[src/rtl/pixel_consts.svh]
`ifndef PIXEL_CONSTS_SVH
`define PIXEL_CONSTS_SVH

// register select codes on the host port
`define RS_SET           2'h0
`define RS_INDEX         2'h1
`define RS_DATA          2'h2

// register set numbers
`define SET_DAC_CTRL     8'h46
`define SET_PIX_FORMAT   8'h49
`define SET_PAN_DELAY    8'h4a

// implemented widths and write masks
`define DAC_CTRL_MASK    8'h1f
`define PIX_FORMAT_MASK  8'h7f
`define PAN_DELAY_MASK   8'h0f

// reset values
`define DAC_CTRL_RESET   8'h00
`define PIX_FORMAT_RESET 8'h00
`define PAN_DELAY_RESET  8'h00
`define SET_RESET        8'h00
`define INDEX_RESET      8'h00

// field positions
`define PF_SIZE_LSB      0
`define PF_ACCEL_LSB     2
`define PF_SRC_LSB       5
`define DAC_SYNC_BIT     0
`define DAC_BLANK_BIT    1
`define DAC_RES_BIT      2
`define DAC_CONTRAST_LSB 3
`define PAN_OVL_BIT      3

// pixel port geometry
`define PORT_LANES       20
`define PORT_BITS        160
`define MAX_PIXELS       3'h5
`define PAN_STAGES       8

`endif

[src/rtl/pixel_types_pkg.sv]
package pixel_types_pkg;

  // pixel size field encoding
  typedef enum logic [1:0] {
    SIZE_32   = 2'h0,
    SIZE_8    = 2'h1,
    SIZE_16   = 2'h2,
    SIZE_RSVD = 2'h3
  } pix_size_e;

  // pseudo byte source encoding
  typedef enum logic [1:0] {
    SRC_PSEUDO = 2'h0,
    SRC_BLUE   = 2'h1,
    SRC_GREEN  = 2'h2,
    SRC_RED    = 2'h3
  } pseudo_src_e;

  // one decoded pixel on its way to the tables
  typedef struct packed {
    logic [7:0] pseudo;
    logic [7:0] red;
    logic [7:0] green;
    logic [7:0] blue;
    logic       use_pseudo;
    logic       sync;
    logic       blank;
    logic [1:0] overlay;
  } pixel_s;

endpackage

[src/rtl/pixel_mode_dac_pan_ctrl.sv]
`timescale 1ns/1ns
`default_nettype none

`include "pixel_consts.svh"

module pixel_mode_dac_pan_ctrl
  import pixel_types_pkg::*;
(
  input  wire logic         clk,
  input  wire logic         reset,
  // host port pins, asynchronous to clk
  input  wire logic [1:0]   rs,
  input  wire logic         wr_n,
  input  wire logic         rd_n,
  input  wire logic [7:0]   host_d_in,
  output logic      [7:0]   host_d_out,
  output logic              host_d_oe,
  // pixel port, latched on clk
  input  wire logic         pix_in_valid,
  output logic              pix_in_ready,
  input  wire logic [159:0] pix_in_data,
  input  wire logic [4:0]   pixel_source_select,
  input  wire logic [9:0]   overlay_in,
  input  wire logic         sync_in,
  input  wire logic         blank_in,
  // decoded pixel stream toward the tables
  output logic              pix_out_valid,
  input  wire logic         pix_out_ready,
  output logic      [7:0]   pix_out_pseudo,
  output logic      [7:0]   pix_out_red,
  output logic      [7:0]   pix_out_green,
  output logic      [7:0]   pix_out_blue,
  output logic              pix_out_use_pseudo,
  output logic              pix_out_sync,
  output logic              pix_out_blank,
  output logic      [1:0]   pix_out_overlay,
  // dac controls
  output logic              sync_pedestal_en,
  output logic              blank_pedestal_en,
  output logic              dac_6bit,
  output logic      [1:0]   dac_contrast,
  output logic              dac_force_blank
);

  // ---------------- host port synchronisers ----------------
  logic [11:0] host_meta_reg;   // first stage, feeds only the second
  logic [11:0] host_sync_reg;   // second stage, safe to read
  logic        wr_n_last_reg;   // previous synced write strobe
  logic        rd_n_last_reg;   // previous synced read strobe
  logic [1:0]  rs_s;
  logic [7:0]  d_s;
  logic        wr_n_s;
  logic        rd_n_s;
  logic        wr_pulse;        // write strobe falling edge
  logic        rd_pulse;        // read strobe falling edge

  // two flops on every pin before use
  always_ff @(posedge clk or posedge reset) begin
    if (reset) begin
      host_meta_reg <= 12'hc00;
      host_sync_reg <= 12'hc00;
    end else begin
      host_meta_reg <= {wr_n, rd_n, rs, host_d_in};
      host_sync_reg <= host_meta_reg;
    end
  end

  assign wr_n_s = host_sync_reg[11];
  assign rd_n_s = host_sync_reg[10];
  assign rs_s   = host_sync_reg[9:8];
  assign d_s    = host_sync_reg[7:0];

  // strobe history for edge detection
  always_ff @(posedge clk or posedge reset) begin
    if (reset) begin
      wr_n_last_reg <= 1'b1;
      rd_n_last_reg <= 1'b1;
    end else begin
      wr_n_last_reg <= wr_n_s;
      rd_n_last_reg <= rd_n_s;
    end
  end

  assign wr_pulse = wr_n_last_reg && !wr_n_s;
  assign rd_pulse = rd_n_last_reg && !rd_n_s;

  // ---------------- registers ----------------
  logic [7:0] set_reg;      // selected register set
  logic [7:0] index_reg;    // location within set, unused by single sets
  logic [7:0] pix_fmt_reg;  // pixel_format_control
  logic [7:0] dac_reg;      // dac_output_control
  logic [7:0] pan_reg;      // sync_blank_pan_delay
  logic [7:0] rd_data_reg;  // value driven during a read

  // set and index address registers
  always_ff @(posedge clk or posedge reset) begin
    if (reset) begin
      set_reg   <= `SET_RESET;
      index_reg <= `INDEX_RESET;
    end else if (wr_pulse) begin
      if (rs_s == `RS_SET) begin
        set_reg <= d_s;
      end
      if (rs_s == `RS_INDEX) begin
        index_reg <= d_s;
      end
    end
  end

  // data register writes; unused high bits never stored
  always_ff @(posedge clk or posedge reset) begin
    if (reset) begin
      pix_fmt_reg <= `PIX_FORMAT_RESET;
      dac_reg     <= `DAC_CTRL_RESET;
      pan_reg     <= `PAN_DELAY_RESET;
    end else if (wr_pulse && rs_s == `RS_DATA) begin
      unique case (set_reg)
        `SET_PIX_FORMAT: pix_fmt_reg <= d_s & `PIX_FORMAT_MASK;
        `SET_DAC_CTRL:   dac_reg     <= d_s & `DAC_CTRL_MASK;
        `SET_PAN_DELAY:  pan_reg     <= d_s & `PAN_DELAY_MASK;
        default: begin
          // other sets belong to blocks outside this one
        end
      endcase
    end
  end

  // read data captured at the read strobe edge
  always_ff @(posedge clk or posedge reset) begin
    if (reset) begin
      rd_data_reg <= 8'h00;
    end else if (rd_pulse) begin
      unique case (rs_s)
        `RS_SET:   rd_data_reg <= set_reg;
        `RS_INDEX: rd_data_reg <= index_reg;
        `RS_DATA: begin
          unique case (set_reg)
            `SET_PIX_FORMAT: rd_data_reg <= pix_fmt_reg;
            `SET_DAC_CTRL:   rd_data_reg <= dac_reg;
            `SET_PAN_DELAY:  rd_data_reg <= pan_reg;
            default:         rd_data_reg <= 8'h00;
          endcase
        end
        default:   rd_data_reg <= 8'h00;
      endcase
    end
  end

  assign host_d_out = rd_data_reg;
  assign host_d_oe  = !rd_n_s && !rd_n_last_reg;

  // ---------------- dac control fields ----------------
  assign sync_pedestal_en  = !dac_reg[`DAC_SYNC_BIT];
  assign blank_pedestal_en = !dac_reg[`DAC_BLANK_BIT];
  assign dac_6bit          = dac_reg[`DAC_RES_BIT];
  assign dac_contrast      = dac_reg[`DAC_CONTRAST_LSB +: 2];
  assign dac_force_blank   = (dac_contrast == 2'h3);

  // ---------------- pixel format fields ----------------
  pix_size_e   size_sel;
  pseudo_src_e src_sel;
  logic [2:0]  accel;        // pixels per input word, 1..5

  // reserved size code falls back to 32-bit handling
  assign size_sel = (pix_fmt_reg[1:0] == SIZE_RSVD) ? SIZE_32
                  : pix_size_e'(pix_fmt_reg[1:0]);
  assign src_sel  = pseudo_src_e'(pix_fmt_reg[`PF_SRC_LSB +: 2]);

  // zero is taken as one, values past the lanes are clamped
  always_comb begin
    accel = pix_fmt_reg[`PF_ACCEL_LSB +: 3];
    if (accel == 3'h0) begin
      accel = 3'h1;
    end else if (accel > `MAX_PIXELS) begin
      accel = `MAX_PIXELS;
    end
  end

  // fetch pixel idx of a word at the current size; lanes by table order
  function automatic logic [31:0] pick_pixel(input logic [159:0] w,
                                             input pix_size_e    sz,
                                             input logic [2:0]   idx);
    logic [159:0] sh;
    sh = '0;
    unique case (sz)
      SIZE_8:  sh = w >> ({5'h0, idx} * 8'd8);
      SIZE_16: sh = w >> ({5'h0, idx} * 8'd16);
      default: sh = w >> ({5'h0, idx} * 8'd32);
    endcase
    unique case (sz)
      SIZE_8:  pick_pixel = {24'h0, sh[7:0]};
      SIZE_16: pick_pixel = {16'h0, sh[15:0]};
      default: pick_pixel = sh[31:0];
    endcase
  endfunction

  // ---------------- word latch and pixel serialiser ----------------
  logic [159:0] word_reg;    // latched pixel port lanes
  logic [4:0]   sel_reg;     // per-pixel source select pins
  logic [9:0]   ovl_reg;     // per-pixel overlay pairs
  logic         sync_reg;
  logic         blank_reg;
  logic         word_valid_reg;
  logic [2:0]   idx_reg;     // pixel being emitted from the word
  logic         buf_in_ready;
  logic         advance;     // one pixel moves into the pipeline
  logic         last_pixel;

  assign advance      = word_valid_reg && buf_in_ready;
  assign last_pixel   = (idx_reg == accel - 3'h1);
  assign pix_in_ready = !word_valid_reg || (advance && last_pixel);

  // latch a whole word, then issue accel pixels, one per clk
  always_ff @(posedge clk or posedge reset) begin
    if (reset) begin
      word_reg       <= '0;
      sel_reg        <= 5'h00;
      ovl_reg        <= 10'h000;
      sync_reg       <= 1'b0;
      blank_reg      <= 1'b0;
      word_valid_reg <= 1'b0;
      idx_reg        <= 3'h0;
    end else begin
      if (pix_in_valid && pix_in_ready) begin
        word_reg       <= pix_in_data;
        sel_reg        <= pixel_source_select;
        ovl_reg        <= overlay_in;
        sync_reg       <= sync_in;
        blank_reg      <= blank_in;
        word_valid_reg <= 1'b1;
        idx_reg        <= 3'h0;
      end else if (advance) begin
        if (last_pixel) begin
          word_valid_reg <= 1'b0;
          idx_reg        <= 3'h0;
        end else begin
          idx_reg <= idx_reg + 3'h1;
        end
      end
    end
  end

  // ---------------- pixel decode ----------------
  logic [31:0] raw;
  logic [1:0]  cur_ovl;
  pixel_s      dec;

  assign raw     = pick_pixel(word_reg, size_sel, idx_reg);
  assign cur_ovl = ovl_reg[idx_reg*2 +: 2];

  // split into pseudo and true fields by pixel size
  always_comb begin
    dec       = '0;
    dec.sync  = sync_reg;
    dec.blank = blank_reg;
    unique case (size_sel)
      SIZE_8: begin
        dec.pseudo     = raw[7:0];
        dec.use_pseudo = 1'b1;
      end
      SIZE_16: begin
        dec.red        = {raw[15:10], 2'h0};
        dec.green      = {raw[9:4], 2'h0};
        dec.blue       = {raw[3:0], 4'h0};
        dec.use_pseudo = 1'b0;
      end
      default: begin
        dec.blue  = raw[15:8];
        dec.green = raw[23:16];
        dec.red   = raw[31:24];
        unique case (src_sel)
          SRC_BLUE:  dec.pseudo = raw[15:8];
          SRC_GREEN: dec.pseudo = raw[23:16];
          SRC_RED:   dec.pseudo = raw[31:24];
          default:   dec.pseudo = raw[7:0];
        endcase
        // pin selects pseudo unless the pseudo value is zero
        dec.use_pseudo = sel_reg[idx_reg] && (dec.pseudo != 8'h00);
      end
    endcase
  end

  // ---------------- pan delay of sync, blank, overlay ----------------
  logic [3:0] hist_reg [`PAN_STAGES];  // past {sync,blank,overlay}, in pixels
  logic [2:0] pan_sel;
  logic [3:0] delayed;
  pixel_s     staged;

  assign pan_sel = pan_reg[2:0];

  // shift one pixel per advance so delay counts pixels
  always_ff @(posedge clk or posedge reset) begin
    if (reset) begin
      for (int i = 0; i < `PAN_STAGES; i++) begin
        hist_reg[i] <= 4'h0;
      end
    end else if (advance) begin
      hist_reg[0] <= {dec.sync, dec.blank, cur_ovl};
      for (int i = 1; i < `PAN_STAGES; i++) begin
        hist_reg[i] <= hist_reg[i-1];
      end
    end
  end

  // zero pan keeps controls aligned with the pixel
  assign delayed = (pan_sel == 3'h0) ? {dec.sync, dec.blank, cur_ovl}
                                     : hist_reg[pan_sel - 3'h1];

  // overlays follow the picture when bit 3 is high
  always_comb begin
    staged         = dec;
    staged.sync    = delayed[3];
    staged.blank   = delayed[2];
    staged.overlay = pan_reg[`PAN_OVL_BIT] ? cur_ovl : delayed[1:0];
  end

  // ---------------- output buffer ----------------
  pixel_s out_px;

  pixel_skid_buffer #(
    .WIDTH ($bits(pixel_s)),
    .DEPTH (2)
  ) u_out_buf (
    .clk       (clk),
    .reset     (reset),
    .in_valid  (word_valid_reg),
    .in_ready  (buf_in_ready),
    .in_data   (staged),
    .out_valid (pix_out_valid),
    .out_ready (pix_out_ready),
    .out_data  (out_px)
  );

  assign pix_out_pseudo     = out_px.pseudo;
  assign pix_out_red        = out_px.red;
  assign pix_out_green      = out_px.green;
  assign pix_out_blue       = out_px.blue;
  assign pix_out_use_pseudo = out_px.use_pseudo;
  assign pix_out_sync       = out_px.sync;
  assign pix_out_blank      = out_px.blank;
  assign pix_out_overlay    = out_px.overlay;

endmodule

`default_nettype wire

[src/rtl/pixel_skid_buffer.sv]
`timescale 1ns/1ns
`default_nettype none

// two-entry buffer; a stall downstream fills it and drops in_ready
module pixel_skid_buffer #(
  parameter int WIDTH = 38,
  parameter int DEPTH = 2
) (
  input  wire logic             clk,
  input  wire logic             reset,
  input  wire logic             in_valid,
  output logic                  in_ready,
  input  wire logic [WIDTH-1:0] in_data,
  output logic                  out_valid,
  input  wire logic             out_ready,
  output logic      [WIDTH-1:0] out_data
);

  localparam int PW = $clog2(DEPTH);

  logic [WIDTH-1:0] mem_reg [DEPTH];  // entry storage
  logic [PW-1:0]    wr_ptr_reg;       // next entry to fill
  logic [PW-1:0]    rd_ptr_reg;       // oldest entry
  logic [PW:0]      count_reg;        // entries held
  logic             push;
  logic             pop;

  assign in_ready  = (count_reg != (PW+1)'(DEPTH));
  assign out_valid = (count_reg != '0);
  assign push      = in_valid && in_ready;
  assign pop       = out_valid && out_ready;
  assign out_data  = mem_reg[rd_ptr_reg];

  // entry writes
  always_ff @(posedge clk) begin
    if (push) begin
      mem_reg[wr_ptr_reg] <= in_data;
    end
  end

  // pointers and fill count
  always_ff @(posedge clk or posedge reset) begin
    if (reset) begin
      wr_ptr_reg <= '0;
      rd_ptr_reg <= '0;
      count_reg  <= '0;
    end else begin
      if (push) begin
        wr_ptr_reg <= (wr_ptr_reg == PW'(DEPTH-1)) ? '0 : wr_ptr_reg + PW'(1);
      end
      if (pop) begin
        rd_ptr_reg <= (rd_ptr_reg == PW'(DEPTH-1)) ? '0 : rd_ptr_reg + PW'(1);
      end
      if (push && !pop) begin
        count_reg <= count_reg + (PW+1)'(1);
      end else if (pop && !push) begin
        count_reg <= count_reg - (PW+1)'(1);
      end
    end
  end

endmodule

`default_nettype wire

[config.mk]
export PLATFORM = sky130hd
export DESIGN_NAME = pixel_mode_dac_pan_ctrl
export DESIGN_NICKNAME = d
export VERILOG_FILES = /design/src/rtl/pixel_types_pkg.sv /design/src/rtl/pixel_mode_dac_pan_ctrl.sv /design/src/rtl/pixel_skid_buffer.sv
export VERILOG_INCLUDE_DIRS = /design/src /design/src/rtl
export SDC_FILE = /design/constraint.sdc
export NUM_CORES = 1
export LEC_CHECK = 0
export ABC_AREA = 1
export BUFFER_PORTS_ARGS = -buffer_cell sky130_fd_sc_hd__buf_2
export CORE_MARGIN = 2
export CORE_UTILIZATION = 63
export DETAILED_ROUTE_END_ITERATION = 8
export GPL_TIMING_DRIVEN = 0
export PLACE_DENSITY = 0.84
export SYNTH_ARGS = -nofsm -noshare
export SYNTH_HDL_FRONTEND = slang
export SYNTH_SLANG_ARGS = --single-unit
[constraint.sdc]
create_clock -name clk -period 23.3 [get_ports clk]
set_input_delay 1.165 -clock clk [delete_from_list [all_inputs] [get_ports clk]]
set_output_delay 1.165 -clock clk [all_outputs]
set_load 0.01 [all_outputs]
==> metrics.txt <==
DR vias/cell roughly 6.4; Tot GR Track Use between 40% and 50%; count leader, synth nand2_1; Max Used Layer met4; Crit. End Element output pin; Storage cell area around 0.0093 mm²; Yosys top cell area share 35.4%; Final Critical Period 3.77 ns; # resized after CTS 0; final setup vio count 0; Max Clk Rate between 200 and 300 MHz; via count just over 20000; Critical Path Fanout Max 5; max_cap viols 0; chip width about 180 µm; Slew @ Worst Pin ~1.1 ns; first-pass GRT wire length approximately 120000 µm; Cell Area, Synth just under 0.02 mm²; WP data required ~22 ns; reg2reg start pix_fmt_reg[4]; CP cell instances a21oi_1 -> o21ai_1 -> inv_1 -> ha_1 -> xnor2_1 -> xor2_1 -> o211ai_1 -> o21ai_2 -> buf_2; Hold EP host_sync_reg[1]; CTS buffer count 38; crit path kind reg2out; Min-Delay Path Class reg2reg; net switching power 1.43 mW; Fin Setup TNS 0 ns; Clock transition at path regs about 0.060 ns; post-CTS setup buffers 0; CTS Sinks between 300 and 400; Synth Area per Inst 7.80 µm²; # IOs between 200 and 250; Leakage 11.5 nW; CTS tree done; Yosys top cell by area dfrtp_1; Syn Inst Count 2511; Async SR Flop Fraction approximately four fifths; R2R Path End word_reg[133]; layout filler cell count around 2200; ys flop type dfrtp_1; slowest CP cell dfrtp_1; chip height about 180 µm; P_int approximately 1.8 mW; Switching Share between 40% and 50%; RSZ-0062 raised after global routing false; ratio of cells with drive above 1 in the final layout a little under a fifth; Worst EP arrival 2.61 ns; Rel. slew slack 29.7%; clock power share about a fifth; initial antenna violation count 3; final antenna-violating net count 0; Logic pwr share between 40 and 50%; Worst Hold Launch host_meta_reg[1]; H-tree depth 2; Final Util 74.4%; Hold WS approximately 0.35 ns; syn_nets roughly 2700; HPWL Detailed approximately 57000 µm; synth top area cells dfrtp_1 (35%), nand2_1 (18%), edfxtp_1 (11%); worst clock skew roughly 0.040 ns; outcome complete, no violations; Clk Latency, worst-skew pair approximately 0.58 ns; max reg flops 160; met1 WL about 28000 µm; DRC 0; footprint of the multi-input gates just under 0.009 mm²; vias in the first global route 20400; clk buf depth 3; Post-CTS Hold Buffers 0; critical path's largest stage delay 0.44 ns; maximum vdd ir drop around 90 µV; full die area roughly 0.033 mm²; synth-to-layout area growth 16.2%; count of cell types in the netlist just over 40; Routed WL a little under 80000 µm; # nets final 3003; DRT iter0 DRCs roughly 3500; core area 0.0306 mm²; met3 wire length between 10000 and 15000 µm; Root Driver clkbuf_16; PwrDens about 140 mW/mm²; final hold vios 0; #FFs+latches synth 357; sequential share of the synthesized area a little under half; Yosys warning count 0; hold depth 0; Crit path buffers/inverters 2; GRT Residual Overflow 0; metal2 WL approximately 34000 µm; top post-synthesis cells by count nand2_1 (936), nand3_1 (295), dfrtp_1 (277); DRT Pass-1 Iters 8; worst r2r path cells 13; Wirelength per Cell 24.5 µm; largest net degree at the start of global routing 128; Initial Util between 60% and 70%; Final Max Slew Viols 0; fin crit share between 10% and 20%; FF-to-FF setup slack ~20 ns; # rows 64; EDFF count, synth 74; dominant delay contributor by cell family on the critical path compound AO/OA/AOI/OAI gates; share of power burned in registers 35.2%; GPL Wtd Cong approximately 1.0; startpoint types flip-flop; # port buffers around 250
## power by group through the flow
stage          Sequential [mW]  Clock, mW  Combinational (mW)
5_1_grt                   1.15      0.679                1.53
4_1_cts                   1.12      0.656                1.37
3_3_place_gp              1.11          0                1.29
6_report                  1.14      0.660                1.43
2_1_floorplan             1.05          0               0.876
3_5_place_dp              1.12          0                1.34
## layout make-up
cell class	instances	share of cell area [%]
inverter	144	2.42
tap	396	2.18
buffer	156	3.77
timing repair buffer	250	5.83
antenna	1	0.0110
clock buffer	53	4.69
sequential	357	40.9
multi-input combinational	1854	39.0
clock inverter	15	1.16
## worst max-delay path by stage
stage | start | end | slack [ns] | cells after the start
after floorplan | reset | blank_reg | 14.34 | 1
after global placement | reset | word_reg[60] | 11.79 | 2
after detailed placement | pix_fmt_reg[3] | word_reg[133] | 19.97 | 12
after CTS | pix_fmt_reg[3] | pix_in_ready | 19.57 | 8
after global routing | pix_fmt_reg[4] | pix_in_ready | 19.44 | 9
final | pix_fmt_reg[4] | pix_in_ready | 19.53 | 9
## cell families (layout without fill, tap and decap cells)
family | after synthesis | in the layout | share of synthesized area, %
AOI/OAI and AO/OA | 315 | 315 | 8.55
buffers and inverters | 300 | 618 | 7.16
other | 0 | 1 | 0
adders and majority gates | 9 | 9 | 0.575
muxes | 113 | 113 | 6.49
DFF | 357 | 357 | 47.5
xor gates and xnor gates | 8 | 8 | 0.358
and+or+nand+nor | 1409 | 1409 | 29.3
## worst reg2reg max path: stages, from the launching register on
cell and delay (ns):
dfrtp_1 0.44, a21oi_1 0.10, o21ai_1 0.18, inv_1 0.09, ha_1 0.20, xnor2_1 0.14
xor2_1 0.16, o211ai_1 0.28, o21ai_2 0.13, nand2_1 0.21, buf_2 0.32, clkbuf_1 0.82
nor2_1 0.28, a21oi_1 0.18
## per-stage QoR
step / setup slack (ns) / cells / total power [mW] / area, µm²
after global placement: 11.79 / 3153 / 2.40 / 21300
after global routing: 19.44 / 3226 / 3.36 / 22800
final: 19.53 / 3226 / 3.23 / 22800
after detailed placement: 19.97 / 3157 / 2.47 / 21400
after floorplan: 14.34 / 2511 / 1.93 / 19600
after CTS: 19.57 / 3225 / 3.15 / 22800
## routing by layer
| metal | vias up | global-route usage, % |
|---|---|---|
| met4 | 0 | 28.9 |
| met5 | - | 0 |
| li1 | 8769 | - |
| met1 | 9573 | 61.6 |
| met3 | 479 | 13.8 |
| met2 | 1881 | 73.8 |
## layout by cell type (no fill, tap or decap), drive strengths merged, types with 2 or more instances in the layout
cell    count
buf       366
clkinv      8
inv       143
o211ai     14
bufinv      7
a21o        7
nor4        2
dfstp       6
nand3     297
xor2        3
ha          9
nand4       4
nand2     942
a31oi       9
a21oi      93
mux2      112
o21ai     175
nor3        4
edfxtp     74
xnor2       5
dfrtp     277
o221ai      2
a21boi      2
and2        3
nor2      156
clkbuf     93
o22ai      12
(Power assumes the default switching activity.)
